$ cat src/logic/spicsl_map.vh
// register offsets, field positions, reset values and transfer width of the serial port
`ifndef SPICSL_MAP_VH
`define SPICSL_MAP_VH
// register indices on the plain register port
`define SPICSL_ADDR_DATA 2'h1
`define SPICSL_ADDR_CTRL 2'h2
`define SPICSL_ADDR_CSR 2'h3
// control register fields
`define SPICSL_CR_IRQ_EN 7
`define SPICSL_CR_PIN_EN 6
`define SPICSL_CR_DIV_EN 5
`define SPICSL_CR_MASTER 4
`define SPICSL_CR_CLOCK_POLARITY_BIT 3
`define SPICSL_CR_CLOCK_PHASE_BIT 2
// control/status register fields
`define SPICSL_SR_DONE 7
`define SPICSL_SR_WRITE_COLLISION_FLAG 6
`define SPICSL_SR_OVR 5
`define SPICSL_SR_MODE_FAULT_FLAG 4
`define SPICSL_SR_ODIS 2
`define SPICSL_SR_SSM 1
`define SPICSL_SR_SSI 0
// reset values
`define SPICSL_CR_RESET 8'h00
`define SPICSL_CSR_RESET 8'h00
// writable mask of the control/status register
`define SPICSL_CSR_WMASK 8'h07
// bits per transfer
`define SPICSL_BITS 4'h8
`endif

$ cat src/logic/spicsl_rxbuf.v
// one-byte receive buffer with registered read data
module spicsl_rxbuf (
    // clock and reset
    input wire i_core_clk,
    input wire i_rst_b,
    // write side
    input wire i_wr,
    input wire [7:0] i_wdata,
    // read side
    input wire i_rd,
    output reg [7:0] o_rdata
);
    reg [7:0] mem; // captured byte

    // capture on transfer end; read data come out of a register
    always @(posedge i_core_clk or negedge i_rst_b) begin
        if (!i_rst_b) begin
            mem <= 8'h00;
            o_rdata <= 8'h00;
        end else begin
            if (i_wr) begin
                mem <= i_wdata;
            end
            if (i_rd) begin
                o_rdata <= mem;
            end
        end
    end
endmodule // spicsl_rxbuf

$ cat src/logic/spicsl_core.v
// serial peripheral interface: control, status, flags, shifter and low-power handling
//
// How it works
// - wait mode leaves interface running, events wake
// - halt freezes all registers, interface inactive
// - second byte during halt sets overrun; here halt stops capture, so no overrun is set
// - only slave transfer-done wakes from halt; here the first select-qualified slave clock edge wakes it
// - halt wake needs select low at entry
// - all events share one masked request; here the write collision flag does not raise it
// - control bit 7 enables interrupt requests
// - control bit 6 enables pins, fault clears
// - control bit 4 master, fault clears it
// - control bit 3 sets clock idle level
// - control bit 2 picks capture edge
// - rate bits divide core clock 4..128
// - done flag cleared status then data access
// - data writes ignored while done set; here they are ignored from transfer end until a status read
// - data write mid-transfer sets collision flag
// - overrun when byte lands with done set
// - mode fault on select low as master
// - status bit 3 reserved, reads zero
// - status bit 2 disables data output
// - reset values of both registers
// - select management uses internal select bit
// - internal select bit: zero selects slave
// - master data write starts transfer
// - data read returns receive buffer copy
//
// The implementer's own choices: the register addresses and the plain strobed port.
`include "spicsl_map.vh"

module spicsl_core (
    // clock and reset
    input wire i_core_clk,
    input wire i_rst_b,
    // register port
    input wire [1:0] i_addr,
    input wire [7:0] i_wdata,
    input wire i_wr,
    input wire i_rd,
    output reg [7:0] o_rdata,
    // cpu power state and mask
    input wire i_halt,
    input wire i_wait,
    input wire i_irq_mask,
    // interrupt and wake outputs
    output reg o_irq,
    output reg o_wake_halt,
    output reg o_wake_wait,
    // serial clock pin
    input wire i_sck,
    output reg o_sck,
    output reg o_sck_oe_b,
    // master-out line
    input wire i_mosi,
    output reg o_mosi,
    output reg o_mosi_oe_b,
    // slave-out line
    input wire i_miso,
    output reg o_miso,
    output reg o_miso_oe_b,
    // slave select pin
    input wire i_ss_b
);
    ////////////////////////////////////////////////////////////////////////
    // state
    localparam ST_IDLE = 1'b0; // no transfer
    localparam ST_XFER = 1'b1; // shifting

    reg [7:0] ctrl; // control register
    reg done_flag; // transfer done
    reg write_collision_flag_flag; // write collision
    reg ovr_flag; // overrun
    reg mode_fault_flag_flag; // mode fault
    reg [2:0] csr_sw; // output disable, select management, internal select
    reg csr_seen; // status read or write armed the clear sequences
    reg wr_lock; // data writes blocked until status read
    reg state; // transfer state
    reg [7:0] shreg; // shift register
    reg [3:0] edges; // clock edges left in master transfer, less one
    reg [3:0] bitcnt; // bits captured
    reg [6:0] divcnt; // master clock divider
    reg sck_int; // master clock level
    reg sck_q; // previous slave clock sample
    reg in_bit; // latched input bit
    reg halt_armed; // halt entered with select low
    reg halt_done; // a slave clock edge arrived during halt

    wire buf_wr; // end of transfer capture
    wire [7:0] buf_q; // receive buffer read data

    ////////////////////////////////////////////////////////////////////////
    // decode helpers

    // half-period in core cycles for the rate bits
    function [6:0] half_period;
        input [2:0] sel;
        begin
            case (sel)
                3'h4: half_period = 7'h02;
                3'h0: half_period = 7'h04;
                3'h1: half_period = 7'h08;
                3'h6: half_period = 7'h10;
                3'h2: half_period = 7'h20;
                3'h3: half_period = 7'h40;
                default: half_period = 7'h40; // unlisted codes take the slowest rate
            endcase
        end
    endfunction

    wire master = ctrl[`SPICSL_CR_MASTER];
    wire pin_en = ctrl[`SPICSL_CR_PIN_EN];
    wire clock_polarity_bit = ctrl[`SPICSL_CR_CLOCK_POLARITY_BIT];
    wire clock_phase_bit = ctrl[`SPICSL_CR_CLOCK_PHASE_BIT];
    wire [6:0] half = half_period({ctrl[`SPICSL_CR_DIV_EN], ctrl[1:0]});
    // effective select level
    wire ss_eff_b = csr_sw[1] ? csr_sw[0] : i_ss_b;
    wire run = !i_halt; // wait mode has no effect here
    wire fault = run && pin_en && master && !ss_eff_b;
    wire wr_data = i_wr && (i_addr == `SPICSL_ADDR_DATA);
    wire wr_ctrl = i_wr && (i_addr == `SPICSL_ADDR_CTRL);
    wire wr_csr = i_wr && (i_addr == `SPICSL_ADDR_CSR);
    wire rd_data = i_rd && (i_addr == `SPICSL_ADDR_DATA);
    wire rd_csr = i_rd && (i_addr == `SPICSL_ADDR_CSR);
    wire csr_acc = wr_csr || rd_csr;
    // slave clock edges, first edge leaves idle level
    wire s_edge = (i_sck != sck_q);
    wire s_lead = s_edge && (i_sck != clock_polarity_bit);
    wire s_sel = !master && pin_en && !ss_eff_b;
    wire m_tick = (state == ST_XFER) && master && (divcnt == half - 7'h01);
    wire m_lead = m_tick && (sck_int == clock_polarity_bit);
    // capture edge: leading when phase 0, trailing when phase 1
    wire cap = master ? (m_tick && (m_lead ^ clock_phase_bit)) : (s_sel && s_edge && (s_lead ^ clock_phase_bit));
    wire shf = master ? (m_tick && !(m_lead ^ clock_phase_bit)) : (s_sel && s_edge && !(s_lead ^ clock_phase_bit));
    wire last_cap = run && cap && (bitcnt == `SPICSL_BITS - 4'h1);
    wire accept = wr_data && !wr_lock;
    wire collide = accept && (state == ST_XFER);
    wire load = accept && !collide;
    wire in_pin = master ? i_miso : i_mosi;
    // an unserviced byte keeps its place; later bytes are lost to overrun
    assign buf_wr = last_cap && !done_flag;

    ////////////////////////////////////////////////////////////////////////
    // receive buffer
    spicsl_rxbuf u_rxbuf (
        .i_core_clk(i_core_clk),
        .i_rst_b(i_rst_b),
        .i_wr(buf_wr),
        .i_wdata({shreg[6:0], in_pin}),
        .i_rd(run), // buffer output frozen in halt
        .o_rdata(buf_q)
    );

    ////////////////////////////////////////////////////////////////////////
    // control register; fault clears enable and master
    always @(posedge i_core_clk or negedge i_rst_b) begin
        if (!i_rst_b) begin
            ctrl <= `SPICSL_CR_RESET;
        end else if (run) begin
            if (fault) begin
                ctrl[`SPICSL_CR_PIN_EN] <= 1'b0;
                ctrl[`SPICSL_CR_MASTER] <= 1'b0;
            end else if (wr_ctrl) begin
                ctrl <= i_wdata;
                // enable and master stay low while fault pending outside its clear
                if (mode_fault_flag_flag && !csr_seen) begin
                    ctrl[`SPICSL_CR_PIN_EN] <= 1'b0;
                    ctrl[`SPICSL_CR_MASTER] <= 1'b0;
                end
            end
        end
    end

    ////////////////////////////////////////////////////////////////////////
    // status flags; a set in the same cycle beats a clear
    always @(posedge i_core_clk or negedge i_rst_b) begin
        if (!i_rst_b) begin
            done_flag <= 1'b0;
            write_collision_flag_flag <= 1'b0;
            ovr_flag <= 1'b0;
            mode_fault_flag_flag <= 1'b0;
            csr_sw <= 3'h0;
            csr_seen <= 1'b0;
            wr_lock <= 1'b0;
        end else if (run) begin
            if (csr_acc) begin
                csr_seen <= 1'b1;
            end else if (rd_data || wr_data || wr_ctrl) begin
                csr_seen <= 1'b0;
            end
            if (wr_csr) begin
                csr_sw <= i_wdata[2:0]; // bit 3 not stored
            end
            // done flag
            if (last_cap) begin
                done_flag <= 1'b1;
            end else if (csr_seen && (rd_data || wr_data)) begin
                done_flag <= 1'b0;
            end
            // write lock follows done until status read
            if (last_cap) begin
                wr_lock <= 1'b1;
            end else if (rd_csr) begin
                wr_lock <= 1'b0;
            end
            // collision: status access then data access clears it
            if (collide) begin
                write_collision_flag_flag <= 1'b1;
            end else if (csr_seen && (rd_data || wr_data)) begin
                write_collision_flag_flag <= 1'b0;
            end
            // overrun: new byte while done still set
            if (last_cap && done_flag) begin
                ovr_flag <= 1'b1;
            end else if (rd_csr) begin
                ovr_flag <= 1'b0;
            end
            if (fault) begin
                mode_fault_flag_flag <= 1'b1;
            end else if (csr_seen && wr_ctrl) begin
                mode_fault_flag_flag <= 1'b0;
            end
        end
    end

    ////////////////////////////////////////////////////////////////////////
    // transfer engine: divider, shifter, bit count
    always @(posedge i_core_clk or negedge i_rst_b) begin
        if (!i_rst_b) begin
            state <= ST_IDLE;
            shreg <= 8'h00;
            edges <= 4'h0;
            bitcnt <= 4'h0;
            divcnt <= 7'h00;
            sck_int <= 1'b0;
            sck_q <= 1'b0;
            in_bit <= 1'b0;
        end else if (run) begin
            sck_q <= i_sck;
            if (!pin_en) begin
                state <= ST_IDLE;
                bitcnt <= 4'h0;
                sck_int <= clock_polarity_bit;
                if (load) begin
                    shreg <= i_wdata;
                end
            end else if (load) begin
                shreg <= i_wdata;
                bitcnt <= 4'h0;
                divcnt <= 7'h00;
                edges <= 4'hF;
                sck_int <= clock_polarity_bit;
                state <= master ? ST_XFER : ST_IDLE;
            end else begin
                if (!master && s_sel && s_edge) begin
                    state <= ST_XFER; // slave busy once clocks arrive
                end
                if (!master && ss_eff_b) begin
                    bitcnt <= 4'h0; // deselect aborts a partial slave byte
                    state <= ST_IDLE;
                end
                if (state == ST_XFER && master) begin
                    divcnt <= m_tick ? 7'h00 : divcnt + 7'h01;
                    if (m_tick) begin
                        sck_int <= ~sck_int;
                        edges <= edges - 4'h1;
                        if (edges == 4'h0) begin
                            state <= ST_IDLE;
                        end
                    end
                end
                if (cap) begin
                    in_bit <= in_pin;
                    bitcnt <= last_cap ? 4'h0 : bitcnt + 4'h1;
                    if (last_cap && !master) begin
                        state <= ST_IDLE;
                    end
                end
                // phase 1: first leading edge only presents the msb, no shift
                if (shf && !(clock_phase_bit && (bitcnt == 4'h0))) begin
                    shreg <= {shreg[6:0], in_bit}; // msb first
                end
            end
        end
    end

    ////////////////////////////////////////////////////////////////////////
    // halt handling: arm on entry, flag a slave clock edge, wake only as slave
    always @(posedge i_core_clk or negedge i_rst_b) begin
        if (!i_rst_b) begin
            halt_armed <= 1'b0;
            halt_done <= 1'b0;
        end else if (!i_halt) begin
            halt_armed <= !ss_eff_b && !master;
            halt_done <= 1'b0;
        end else if (halt_armed && !master && s_sel && s_edge) begin
            // select-qualified slave edges are the only activity in halt
            halt_done <= 1'b1;
        end
    end

    ////////////////////////////////////////////////////////////////////////
    // interrupt request and wake lines
    always @(posedge i_core_clk or negedge i_rst_b) begin
        if (!i_rst_b) begin
            o_irq <= 1'b0;
            o_wake_wait <= 1'b0;
            o_wake_halt <= 1'b0;
        end else begin
            o_irq <= ctrl[`SPICSL_CR_IRQ_EN] && !i_irq_mask
                && (done_flag || mode_fault_flag_flag || ovr_flag);
            o_wake_wait <= i_wait && ctrl[`SPICSL_CR_IRQ_EN]
                && (done_flag || mode_fault_flag_flag || ovr_flag);
            o_wake_halt <= i_halt && halt_armed && halt_done
                && ctrl[`SPICSL_CR_IRQ_EN];
        end
    end

    ////////////////////////////////////////////////////////////////////////
    // pins: enables low while driving
    always @(posedge i_core_clk or negedge i_rst_b) begin
        if (!i_rst_b) begin
            o_sck <= 1'b0;
            o_sck_oe_b <= 1'b1;
            o_mosi <= 1'b0;
            o_mosi_oe_b <= 1'b1;
            o_miso <= 1'b0;
            o_miso_oe_b <= 1'b1;
        end else begin
            o_sck <= (state == ST_XFER) ? sck_int : clock_polarity_bit;
            o_sck_oe_b <= !(pin_en && master);
            o_mosi <= shreg[7];
            o_mosi_oe_b <= !(pin_en && master && !csr_sw[2]);
            o_miso <= shreg[7];
            o_miso_oe_b <= !(pin_en && !master && !csr_sw[2] && !ss_eff_b);
        end
    end

    ////////////////////////////////////////////////////////////////////////
    // register read data, one cycle after the strobe, straight from a flop
    always @(posedge i_core_clk or negedge i_rst_b) begin
        if (!i_rst_b) begin
            o_rdata <= 8'h00;
        end else if (rd_data) begin
            o_rdata <= buf_q; // buffer copy, not the shifter
        end else if (i_addr == `SPICSL_ADDR_CTRL) begin
            o_rdata <= ctrl;
        end else if (i_addr == `SPICSL_ADDR_CSR) begin
            o_rdata <= {done_flag, write_collision_flag_flag, ovr_flag, mode_fault_flag_flag, 1'b0, csr_sw};
        end else begin
            o_rdata <= 8'h00; // unmapped reads zero
        end
    end
endmodule // spicsl_core

$ cat config.mk
export PLATFORM = sky130hd
export DESIGN_NAME = spicsl_core
export DESIGN_NICKNAME = d
export VERILOG_FILES = /design/src/logic/spicsl_rxbuf.v /design/src/logic/spicsl_core.v
export VERILOG_INCLUDE_DIRS = /design/src /design/src/logic
export SDC_FILE = /design/constraint.sdc
export NUM_CORES = 1
export LEC_CHECK = 0
export ABC_CLOCK_PERIOD_IN_PS = 5200
export BUFFER_PORTS_ARGS = -buffer_cell sky130_fd_sc_hd__buf_4
export CAP_MARGIN = 10
export CORE_UTILIZATION = 25
export DETAILED_ROUTE_END_ITERATION = 6
export PLACE_DENSITY_LB_ADDON = 0.15
export SLEW_MARGIN = 10
export SYNTH_ARGS = -nofsm -noshare
export SYNTH_HDL_FRONTEND = slang
export SYNTH_SLANG_ARGS = --single-unit
$ cat constraint.sdc
create_clock -name i_core_clk -period 5.2 [get_ports i_core_clk]
set_clock_uncertainty 0.2 [all_clocks]
set_input_delay 1.04 -clock i_core_clk [delete_from_list [all_inputs] [get_ports i_core_clk]]
set_output_delay 1.04 -clock i_core_clk [all_outputs]
set_load 0.1 [all_outputs]
# Yosys cells after proc, flatten, opt, wreduce, memory -nomap -nowiden

Index checks and enable logic that the tools add are counted.

Add/sub/neg operators: 4
Multiply operators: 0
Divide/modulo/power cells: 0
Order comparisons: 0
Equality and inequality tests: 16
Shifts and indexed selects: 0
Muxes and demuxes: 55
Bitwise logic cells: 6
Reductions and logical operators: 99

Operators by type and width:

| kind                                                                   | number |
|---|---|
| 8-bit two-way mux                                                      | 7 |
| 1-bit logical AND                                                      | 50 |
| 1-bit two-way mux                                                      | 35 |
| 7-bit one-hot mux with 5 select lines                                  | 1 |
| 4-bit two-way mux                                                      | 8 |
| 7-bit two-way mux                                                      | 4 |
| 2-bit nonzero test                                                     | 11 |
| 2-bit AND reduction                                                    | 9 |
| 1-bit zero test                                                        | 15 |
| 3-bit AND reduction                                                    | 4 |
| 4-bit zero test                                                        | 2 |
| 4-bit AND reduction                                                    | 2 |
| 7-bit by 1-bit adder with 7-bit output (second input constant)         | 1 |
| 7-bit equality test                                                    | 1 |
| 7-bit by 1-bit subtractor with 7-bit output (second input constant)    | 1 |
| 3-bit equality test (second input constant)                            | 2 |
| 3-bit by 1-bit != test with 1-bit output (second input constant)       | 2 |
| 1-bit logical OR                                                       | 5 |
| 4-bit by 1-bit adder with 4-bit output (second input constant)         | 1 |
| 2-bit equality test (second input constant)                            | 2 |
| 4-bit by 3-bit equality test with 1-bit output (second input constant) | 1 |
| 4-bit by 1-bit != test with 1-bit output (second input constant)       | 1 |
| 1-bit NOT                                                              | 4 |
| 4-bit by 1-bit subtractor with 4-bit output (second input constant)    | 1 |
| other kinds (8)                                                        | 10 |

Flip-flop bits (word level): 78
Bits in latches: 0
Bits in writable memories: 0
Bits in read-only memories: 0
Output and inout port bits: 17
Logic and storage cells: 210
Memories kept: 0

# Longest topological paths before layout

Gate-level depths: netlist of the first run.

Word-level depth: 16
Mapped depth: 10
Mapped depth without buffers: 9

# Cells and area by module

From an unflattened synthesis of the first run, not the netlist that was laid out.

Cells, all modules: 353
Area, all modules: 3862.5 µm²

Modules (own cells, without submodules):

| module       | instances | cells an instance | area each (µm²) | seq. area each (µm²) |
|---|---|---|---|---|
| spicsl_core  | 1         | 319               | 3199.3          | 1555.2 |
| spicsl_rxbuf | 1         | 34                | 663.1           | 400.4 |

# Least setup slack after synthesis of the first run

No wires, ideal clock.

Kind: input-to-reg
From: in i_ss_b
To: reg u_rxbuf.mem[0]
Setup time: 0.125 ns
Data arrival time: 2.648 ns
Data required time: 4.875 ns
Path slack: 2.228 ns
Stages on the path: 6
Path buffers: 0
Cell sequence: mux2_2 -> nor3_1 -> nand2_1 -> a21boi_2 -> nor3_4 -> mux2_2

Word-level cells in the longest chain between the ends: 9

Ends and longest elaborated chain:

| element                         | line              | RTL |
|---|---|---|
| start, declared                 | spicsl_core.v:63  | `input wire i_ss_b` |
| 1-bit two-way mux               | spicsl_core.v:117 | `wire ss_eff_b = csr_sw[1] ? csr_sw[0] : i_ss_b;` |
| 1-bit zero test                 | spicsl_core.v:129 | `wire s_sel = !master && pin_en && !ss_eff_b;` |
| 1-bit logical AND               | spicsl_core.v:129 |  |
| 1-bit logical AND (2 in series) | spicsl_core.v:133 | `wire cap = master ? (m_tick && (m_lead ^ clock_phase_bit)) : (s_sel && s_edge && (s_lead ^ clock_phase_bit));` |
| 1-bit two-way mux               | spicsl_core.v:133 |  |
| 1-bit logical AND (2 in series) | spicsl_core.v:135 | `` wire last_cap = run && cap && (bitcnt == `SPICSL_BITS - 4'h1); `` |
| 1-bit logical AND               | spicsl_core.v:141 | `assign buf_wr = last_cap && !done_flag;` |
| end signal, assigned            | spicsl_rxbuf.v:22 | `mem <= i_wdata;` |
| end, declared                   | spicsl_rxbuf.v:13 | `reg [7:0] mem;` |

Every way passes these cells.
A chain may end at the register's enable or synchronous reset.

# Worst setup path in the final report of the first run

From: reg ctrl[5]
To: reg u_rxbuf.mem[7]

Word-level cells in the longest chain between the ends: 12
Elaborated cells on any way between the ends: 16
Classes of those cells: add/sub: 1; eq/ne: 5; mux: 2; bitwise: 1; reduce/logical: 7

Ends and longest elaborated chain:

| element                                                                | line              | RTL |
|---|---|---|
| start, declared                                                        | spicsl_core.v:70  | `reg [7:0] ctrl;` |
| start signal, assigned                                                 | spicsl_core.v:158 | `` ctrl <= `SPICSL_CR_RESET; `` |
| start signal, assigned                                                 | spicsl_core.v:164 | `ctrl <= i_wdata;` |
| 3-bit by 2-bit equality test with 1-bit output (tied with other cells) | spicsl_core.v:99  | `case (sel)` |
| 7-bit one-hot mux with 5 select lines *                                | spicsl_core.v:99  |  |
| 7-bit by 1-bit subtractor with 7-bit output *                          | spicsl_core.v:130 | `wire m_tick = (state == ST_XFER) && master && (divcnt == half - 7'h01);` |
| 7-bit equality test *                                                  | spicsl_core.v:130 |  |
| 1-bit logical AND *                                                    | spicsl_core.v:130 |  |
| 1-bit logical AND                                                      | spicsl_core.v:131 | `wire m_lead = m_tick && (sck_int == clock_polarity_bit);` |
| 1-bit bitwise XOR                                                      | spicsl_core.v:133 |  |
| 1-bit logical AND *                                                    | spicsl_core.v:133 |  |
| 1-bit two-way mux *                                                    | spicsl_core.v:133 |  |
| 1-bit logical AND * (2 in series)                                      | spicsl_core.v:135 |  |
| 1-bit logical AND *                                                    | spicsl_core.v:141 |  |

Every way passes the cells marked *; elsewhere a longest branch is shown, timed or not.

==> results of run 1 <==
-- cell usage after synthesis, drive strengths merged, types with 2 or more instances --
master / n
a21boi: 2
a21o: 3
a21oi: 9
a22o: 3
a31oi: 2
and2: 4
buf: 3
clkbuf: 11
dfrtp: 75
dfstp: 3
ha: 5
inv: 9
mux2: 44
mux2i: 2
nand2: 63
nand2b: 9
nand3: 6
nand3b: 2
nand4: 2
nand4b: 2
nor2: 15
nor2b: 6
nor3: 6
nor3b: 3
o211ai: 4
o21a: 2
o21ai: 17
o31ai: 4
or2: 2
or3: 3
xnor2: 5
xor2: 7
-- power by group --
part | total, mW | internal [mW] | switching (mW)
Sequential | 0.829 | 0.717 | 0.112
Clock | 0.644 | 0.386 | 0.258
Combinational | 0.537 | 0.185 | 0.352
Total | 2.01 | 1.29 | 0.722
-- sequential cells by signal, summed over array words and instances (netlist names), 3 cells and up --
register,cells
ctrl,8
o_rdata,8
shreg,8
u_rxbuf.mem,8
u_rxbuf.o_rdata,8
divcnt,7
bitcnt,4
edges,4
csr_sw,3
-- worst paths after layout --
path | to | slack, ns | depth (start not counted)
max in group asynchronous | o_rdata[6] | 3.38 | 2
max reg2reg | u_rxbuf.mem[7] | 1.84 | 9
min in group asynchronous | o_wake_halt | 0.45 | 1
min reg2reg | o_miso | 0.19 | 0
min | o_miso | 0.19 | 0
max | u_rxbuf.mem[7] | 1.84 | 9
-- metal layers --
layer / vias up / track usage [%] / wire length [um]
met1: 1336 / 18.7 / 4920
li1: 1299 / - / -
met2: 50 / 18.4 / 4090
met4: 0 / 4.95 / 149
met3: 12 / 3.68 / 389
met5: - / 0 / 0
-- cell type report --
| cell class | count | area [sq um] |
|---|---|---|
| Fill cell | 1524 | 10100 |
| Sequential cell | 78 | 1960 |
| Multi-Input combinational cell | 250 | 1730 |
| Timing Repair Buffer | 38 | 285 |
| Clock buffer | 11 | 243 |
| Tap cell | 184 | 230 |
| Clock inverter | 5 | 57.6 |
| Inverter | 9 | 33.8 |
-- kinds of logic after synthesis --
logic type | after synthesis | synth area share, %
buffers and inverters | 23 | 2.42
adder cells (fa/ha/maj) | 5 | 1.66
flip-flops | 78 | 51.8
XOR/XNOR | 12 | 2.78
AO/OA/AOI/OAI | 57 | 10.2
AND/OR/NAND/NOR | 130 | 17.5
multiplexers | 46 | 13.6
==> out/results.tsv, run 1 <==
metric	value	unit
status	finished with violations	
failing checks	design-rule violations	
clock root buffer	clkbuf_16	
deepest clock path buffer count	2	
Synth area leaders	dfrtp_1 (50%), mux2_2 (13%), nand2_1 (6.3%), o21ai_0 (2.3%), dfstp_2 (2.1%)	
Pwr Density	443	nW/um^2
Tcrit/Tclk final	64.6	%
DR pass1 iterations	7	
Seq cells post-synth	78	
CTS sink cnt	78	
pre-CTS setup slack	1.67	ns
Worst Hold Margin	0.190	ns
Slowest cell on crit path	nor4_4	
CP delay by family, top	simple AND/OR/NAND/NOR gates	
largest net degree at the start of global routing	48	
initial antenna violation count	0	
largest area contributor in the synthesized netlist	dfrtp_1	
hold crit path type	register to register	
final global-route overflow total	0	
wire length of the first global-routing pass	15200	um
post-synth top area share	49.7	%
final cell count without fillers	575	
Final HPWL DP	6890	um
startpoint types	register	
WP buf/inv	1	
final instance area	4540	sq um
unrepaired setup endpoints after global routing	no	
EDFF count, synth	0	
postcts setup bufs	0	
VDD IR max	369	uV
Largest stage delay, worst path	0.56	ns
Ys Warns	0	
Total Nets Final	412	
via-per-instance ratio	4.69	
Net Count, Synth	377	
GR Util All Layers	13.0	%
P_leak	2.04	nW
Iter 0 DRT Violations	209	
area of the core	14600	sq um
Setup WS post-layout	1.84	ns
Slew headroom	48.5	%
die area	15600	sq um
Finish-stage setup viols	0	
critical path launch point	ctrl[5]	
row cnt	44	
top_reg_cell synth	dfrtp_1	
min Tclk post-route	3.36	ns
distinct cell type count after synthesis	56	
MaxCap Viol Count	0	
Worst R2R Start	ctrl[5]	
vias in the first global route	2661	
Cell Area, Synth	3780	sq um
total power	2.01	mW
most frequent CP cell	xnor2_1	
TNS Setup	0	ns
Num CTS Buffers	9	
Final Hold Viols	0	
post-route ant nets	0	
share of cells above drive strength 1	27.9	%
hold_sp	shreg[7]	
Inserted Diodes	0	
Worst Tran Pin Value	0.763	ns
Syn Inst Count	351	
DP Cell Count	559	
Syn Area/Cell	10.8	sq um
chip width	125	um
fraction of registers with async set or reset after synthesis	100	%
most common cell after layout, fill and taps aside	dfrtp_1	
Seq/Total Area, Yosys	51.8	%
max-slew violations	0	
Syn-to-layout area delta	20.1	%
most frequent cells in the layout	dfrtp_1 (75), nand2_1 (63), mux2_2 (44), buf_4 (38), o21ai_0 (17)	
DP Area	4240	sq um
Arr. time, crit path	3.39	ns
starting density of the core	25.8	%
Hold-fix buffers, CTS	0	
post-cts resize count	0	
Max FO, Critical Path	10	
CP required	5.23	ns
IO Port Bufs	37	
DR WL/cell	16.6	um
CP cell instances	nor3b_1, inv_1, ha_1, xnor2_1, xnor2_1, nor4_4, a21boi_2, nor3_4, mux2_2	
via count	2697	
Reg clk slew, reported paths	0.06	ns
chip height	125	um
DR DRC count	6	
Worst Setup End Kind	register	
routability cong.	0.763	
Peak Freq	0.298	GHz
TritonCTS clock tree	yes	
WL final	9550	um
critical path type	register to register	
Core Util, Final	31.0	%
num ports	38	
Skew-Pair Late Insertion Delay	0.35	ns
H-tree depth	3	
(Power assumes the default switching activity.)
==> run 2: changes to the inputs <==
ABC_AREA = 1   (was unset)
ABC_CLOCK_PERIOD_IN_PS = 3000   (was 5200)
clock period = 3 ns   (was 5.2 ns; I/O delays follow)
==> run 2 against run 1 <==
  * The run now ends clean
  * Non-clock buffer count up 6
  * Combinational power rose by 72%
  * Setup slack got worse by 1.5 ns
  * Area after synthesis down 1.1%
  * Sequential cell count is the same
  * Synthesized cell count up 30%
  * Register-to-register slack got worse by 1.5 ns
  * Clock-buffer cell count is 3 higher
  * Clock power rose by 66%
  * Largest cell class unchanged
==> out/results.tsv, run 2 <==
metric	value	unit	change
Reg clk slew, reported paths	0.06	ns	about the same
H-tree depth	3		unchanged
Finish-stage setup viols	0		unchanged
Tcrit/Tclk final	89.7	%	was 64.6%
Syn-to-layout area delta	21.5	%	was 20.1%
row cnt	44		unchanged
via-per-instance ratio	4.59		was 4.69
initial antenna violation count	0		unchanged
wire length of the first global-routing pass	16700	um	was 15200 um
TNS Setup	0	ns	unchanged
Syn Inst Count	457		was 351
share of cells above drive strength 1	15.4	%	was 27.9%
WL final	10100	um	was 9550 um
fraction of registers with async set or reset after synthesis	100	%	unchanged
postcts setup bufs	0		unchanged
DP Cell Count	676		was 559
Max FO, Critical Path	16		was 10
EDFF count, synth	0		unchanged
chip height	124	um	was 125 um
Seq/Total Area, Yosys	52.3	%	was 51.8%
Final HPWL DP	7690	um	was 6890 um
post-cts resize count	0		unchanged
TritonCTS clock tree	yes		unchanged
final cell count without fillers	692		was 575
distinct cell type count after synthesis	39		was 56
Arr. time, crit path	2.76	ns	was 3.39 ns
post-route ant nets	0		unchanged
CP required	3.07	ns	was 5.23 ns
startpoint types	register		unchanged
Final Hold Viols	0		unchanged
routability cong.	0.807		was 0.763
MaxCap Viol Count	0		unchanged
Slew headroom	62.1	%	was 48.5%
top_reg_cell synth	dfrtp_1		unchanged
post-synth top area share	50.2	%	was 49.7%
GR Util All Layers	14.0	%	was 13.0%
GRT Max-Usage Layer	met2		was met1
Seq cells post-synth	78		unchanged
Net Count, Synth	483		was 377
Inserted Diodes	0		unchanged
Worst Setup End Kind	register		unchanged
largest net degree at the start of global routing	40		was 48
min Tclk post-route	2.69	ns	was 3.36 ns
area of the core	14500	sq um	was 14600 sq um
Num CTS Buffers	9		unchanged
Total Nets Final	529		was 412
Iter 0 DRT Violations	188		was 209
VDD IR max	547	uV	was 369 uV
deepest clock path buffer count	2		unchanged
die area	15400	sq um	was 15600 sq um
clock root buffer	clkbuf_16		unchanged
chip width	124	um	was 125 um
P_leak	2.23	nW	was 2.04 nW
Cell Area, Synth	3740	sq um	was 3780 sq um
Pwr Density	748	nW/um^2	was 443 nW/um^2
starting density of the core	25.7	%	was 25.8%
vias in the first global route	3144		was 2661
most common cell after layout, fill and taps aside	nand2_1		was dfrtp_1
largest area contributor in the synthesized netlist	dfrtp_1		unchanged
most frequent cells in the layout	nand2_1 (140), dfrtp_1 (75), inv_1 (54), buf_4 (43), nand3_1 (35)		was dfrtp_1 (75), nand2_1 (63), mux2_2 (44), buf_4 (38), o21ai_0 (17)
met3 Track Usage GR	3.41	%	was 3.68%
Peak Freq	0.371	GHz	was 0.298 GHz
Worst Tran Pin Value	0.565	ns	was 0.763 ns
hold crit path type	input port to asynchronous set/reset pin		was register to register
grt met2 use	21.1	%	was 18.4%
met1 GRT Util	19.4	%	was 18.7%
max-slew violations	0		unchanged
CTS sink cnt	78		unchanged
most common cell in the synthesized netlist	nand2_1		was dfrtp_1
Skew-Pair Late Insertion Delay	0.34	ns	was 0.35 ns
status	finished, final reports clean		was finished with violations
Syn Area/Cell	8.18	sq um	was 10.8 sq um
via count	3176		was 2697
DR WL/cell	14.6	um	was 16.6 um
Hold-fix buffers, CTS	0		unchanged
Synth top cells by count	nand2_1 (140), dfrtp_1 (75), inv_1 (54), nand3_1 (35), o21ai_0 (34)		was dfrtp_1 (75), nand2_1 (63), mux2_2 (44), o21ai_0 (17), nor2_1 (15)
Synth area leaders	dfrtp_1 (50%), nand2_1 (14%), inv_1 (5.4%), nand3_1 (4.7%), o21ai_0 (4.6%)		was dfrtp_1 (50%), mux2_2 (13%), nand2_1 (6.3%), o21ai_0 (2.3%), dfstp_2 (2.1%)
unrepaired setup endpoints after global routing	no		unchanged
critical path type	register to register		unchanged
DR pass1 iterations	5		was 7
final global-route overflow total	0		unchanged
IO Port Bufs	37		unchanged
num ports	38		unchanged
Ys Warns	0		unchanged
DR DRC count	0		was 6
run 2: cell types whose count changed in the layout (fill, tap and decap cells not counted), moves of 9 or more:
cell      delta
inv_1       +45
o21ai_0     +17
nand2b_1     -9
nand2_1     +77
nor2_1      +12
nand3_1     +29
mux2_2      -43
run 2: report_power, final:
part	total, mW	internal, mW	switching, mW
combinational	0.926	0.255	0.672
sequential	1.40	1.25	0.153
clock	1.07	0.645	0.424
run 2: stage by stage:
step | utilization, % | cell area, sq um | setup slack (ns) | power (mW) | hold WS (ns)
global route | 31.2 | 4540 | 0.00646 | 3.60 | 0.0735
CTS | 31.2 | 4540 | 0.271 | 3.43 | 0.0557
floorplan | - | 3740 | 0.648 | 2.07 | 0.104
global placement | 29.3 | 4260 | 0.292 | 2.35 | 0.170
finish | 31.2 | 4540 | 0.308 | 3.39 | 0.0396
detailed placement | 29.3 | 4260 | 0.280 | 2.35 | 0.173
run 2: cells by family after synthesis:
logic type                 after synthesis  share of synthesized area [%]
adders and majority gates                5                           1.67
buffers and inverters                   68                           7.27
AOI/OAI and AO/OA                       68                           10.5
and+or+nand+nor                        234                           27.2
muxes                                    1                          0.301
DFF                                     78                           52.3
xor gates and xnor gates                 3                          0.703
run 2: cell type report:
cell class	count	area, sq um
clock buffer	14	244
clock inverter	2	35.0
fill	1556	10000
inverter	59	221
multi-input combinational	311	1510
sequential	78	1960
tap	184	230
timing repair buffer	44	343
run 2: metal layers:
layer,wire (um),part of all wire (%)
met1,5070,50
met2,4540,45
met5,0,0
met4,107,1.1
met3,418,4.1
run 2: path summary, 6_finish.rpt:
kind / startpoint / end / slack (ns) / depth (start not counted)
max: ctrl[1] / u_rxbuf.mem[4] / 0.31 / 15
min: i_rst_b / o_wake_wait / 0.04 / 1
max reg2reg: ctrl[1] / u_rxbuf.mem[4] / 0.31 / 15
min reg2reg: shreg[7] / o_miso / 0.18 / 0
max in group asynchronous: i_rst_b / shreg[2] / 1.95 / 2
min in group i_core_clk: shreg[7] / o_miso / 0.18 / 0
run 2: worst max-delay path: stages (launching register included):
cell	delay, ns
dfrtp_1	0.40
inv_1	0.15
nand3_1	0.12
ha_1	0.22
or2_1	0.22
nand3_1	0.08
nand2_1	0.06
nor2_2	0.18
nand2_2	0.12
clkinv_1	0.10
nand3_2	0.11
nand2_2	0.11
nand2_4	0.09
nor2_8	0.26
nand2_1	0.09
o21ai_1	0.09
==> run 3: changes to the inputs <==
CORE_UTILIZATION = 45   (was 25)
REMOVE_ABC_BUFFERS = 1   (was unset)
==> run 3 against run 2 <==
  * Via count up 0.25%
  * Register-to-register slack gained 0.02 ns
  * Non-clock buffer count is 2 lower
  * Sequential cell count stayed put
  * Clock power fell by 26%
  * Combinational power decreased by 0.6%
  * Sequential power is essentially flat
  * Cell count decreased by 12%
  * Wire length is 9.8% lower
  * Critical path type unchanged
==> out/results.tsv, run 3 (synthesis results as in run 2) <==
metric	value	unit	change
TritonCTS clock tree	yes		unchanged
Slew headroom	66.1	%	was 62.1%
post-route ant nets	0		unchanged
chip height	93.1	um	was 124 um
Final HPWL DP	6740	um	was 7690 um
startpoint types	register		unchanged
Reg clk slew, reported paths	0.08	ns	was 0.06 ns
clock root buffer	clkbuf_8		was clkbuf_16
Peak Freq	0.374	GHz	was 0.371 GHz
Crit path depth	17		was 15
final instance area	4340	sq um	was 4540 sq um
hold_sp	shreg[7]		
starting density of the core	47.4	%	was 25.7%
most frequent cells in the layout	nand2_1 (140), dfrtp_1 (75), inv_1 (54), buf_4 (40), nand3_1 (35)		was nand2_1 (140), dfrtp_1 (75), inv_1 (54), buf_4 (43), nand3_1 (35)
Worst Reg2Reg Path Length in Cells	17		was 15
TNS Setup	0	ns	unchanged
initial antenna violation count	0		unchanged
WL final	9140	um	was 10100 um
largest net degree at the start of global routing	48		was 40
max-slew violations	0		unchanged
die area	8670	sq um	was 15400 sq um
DP Area	4130	sq um	was 4260 sq um
via count	3184		was 3176
Inserted Diodes	0		unchanged
MaxCap Viol Count	0		unchanged
Largest stage delay, worst path	0.44	ns	was 0.40 ns
wire length of the first global-routing pass	15200	um	was 16700 um
CP delay by family, top	simple AND/OR/NAND/NOR gates		unchanged
critical path type	register to register		unchanged
DR DRC count	0		unchanged
IO Port Bufs	37		unchanged
Max FO, Critical Path	16		unchanged
P_leak	2.19	nW	was 2.23 nW
WP buf/inv	1		was 2
CTS sink cnt	78		unchanged
CP cell instances	nor2_1, nand2_1, ha_1, inv_1, nand2_1, nand2_1, nor2_1, nand2_1, nor2_4, nand3_1, nand2_1, nand3_2, nand2_2, nand2_4, nor2_8, nand2_1, o21ai_1		was inv_1, nand3_1, ha_1, or2_1, nand3_1, nand2_1, nor2_2, nand2_2, clkinv_1, nand3_2, nand2_2, nand2_4, nor2_8, nand2_1, o21ai_1
hold crit path type	register to register		was input port to asynchronous set/reset pin
Final Hold Viols	0		unchanged
postcts setup bufs	0		unchanged
Num CTS Buffers	9		unchanged
hold depth	0		
most frequent CP cell	nand2_1		
chip width	93.1	um	was 124 um
most common cell after layout, fill and taps aside	nand2_1		unchanged
Arr. time, crit path	2.74	ns	was 2.76 ns
CP required	3.07	ns	about the same
CP Capture Point	u_rxbuf.mem[7]		was u_rxbuf.mem[4]
vias in the first global route	3123		was 3144
unrepaired setup endpoints after global routing	no		unchanged
via-per-instance ratio	5.24		was 4.59
share of cells above drive strength 1	15.4	%	about the same
Total Nets Final	527		was 529
r2r endpoint	u_rxbuf.mem[7]		was u_rxbuf.mem[4]
Iter 0 DRT Violations	189		was 188
Pwr Density	717	nW/um^2	was 748 nW/um^2
num ports	38		unchanged
deepest clock path buffer count	2		unchanged
routability cong.	0.882		was 0.807
Worst Setup End Kind	register		unchanged
DR pass1 iterations	5		unchanged
Worst R2R Start	ctrl[5]		was ctrl[1]
min Tclk post-route	2.67	ns	was 2.69 ns
status	finished, final reports clean		unchanged
Slowest cell on crit path	dfrtp_1		unchanged
Worst Tran Pin Value	0.504	ns	was 0.565 ns
Tcrit/Tclk final	89.1	%	was 89.7%
Skew-Pair Late Insertion Delay	0.35	ns	was 0.34 ns
VDD IR max	432	uV	was 547 uV
final global-route overflow total	0		unchanged
DR WL/cell	15.0	um	was 14.6 um
critical path launch point	ctrl[5]		was ctrl[1]
Syn-to-layout area delta	16.1	%	was 21.5%
Finish-stage setup viols	0		unchanged
GR Util All Layers	23.2	%	was 14.0%
area of the core	7890	sq um	was 14500 sq um
row cnt	32		was 44
Worst R2R Setup Slack	0.33	ns	was 0.31 ns
H-tree depth	3		unchanged
-- run 3: cell types whose count changed in the layout (fill, tap and decap cells not counted), sizes merged --
cell / previous run / this run
clkbuf: 14 / 12
dlygate4sd3: 0 / 1
buf: 44 / 41
clkinvlp: 0 / 1
clkinv: 3 / 4
-- run 3: what timing repair did --
item / in CTS / in global routing
hold buffers: 1 / 0
gates resized for setup: 0 / 0
hold endpoints to repair: 13 / 0
-- run 3: worst min path at each step --
stage	to	slack (ns)
finish	o_miso	0.19
global route	o_miso	0.20
CTS	o_miso	0.18
detailed placement	o_miso	0.17
global placement	o_miso	0.17
floorplan	bitcnt[0]	0.10
-- run 3: cell type report --
| cell class | count | area [sq um] |
|---|---|---|
| repair buffers | 42 | 330 |
| inverters | 59 | 221 |
| multi-input cells | 311 | 1510 |
| clock inverters | 4 | 47.5 |
| well taps | 102 | 128 |
| clock buffers | 12 | 145 |
| fillers | 729 | 3550 |
| flip-flops and latches | 78 | 1960 |
-- run 3: where the power goes --
group	leakage (nW)	switching (mW)	internal, mW
Clock	0.0964	0.389	0.406
Sequential	0.959	0.153	1.24
Combinational	1.13	0.669	0.251
Total	2.19	1.21	1.90
-- run 3: per-stage QoR --
stage	util [%]	hold slack, ns	setup WS [ns]	std cells	power [mW]
5_1_grt	55.0	0.195	0.0703	608	3.28
6_report	55.0	0.185	0.328	608	3.11
3_3_place_gp	52.4	0.174	0.425	591	2.31
4_1_cts	55.0	0.183	0.348	608	3.12
3_5_place_dp	52.4	0.169	0.361	591	2.33
2_1_floorplan	-	0.104	0.685	448	2.05
-- run 3: per-layer routing --
metal | vias to the layer above | global-route usage, % | wire length, um
met5 | - | 0 | 0
li1 | 1564 | - | -
met2 | 80 | 36.4 | 4380
met1 | 1530 | 31.7 | 4240
met4 | 0 | 8.97 | 125
met3 | 10 | 4.47 | 393
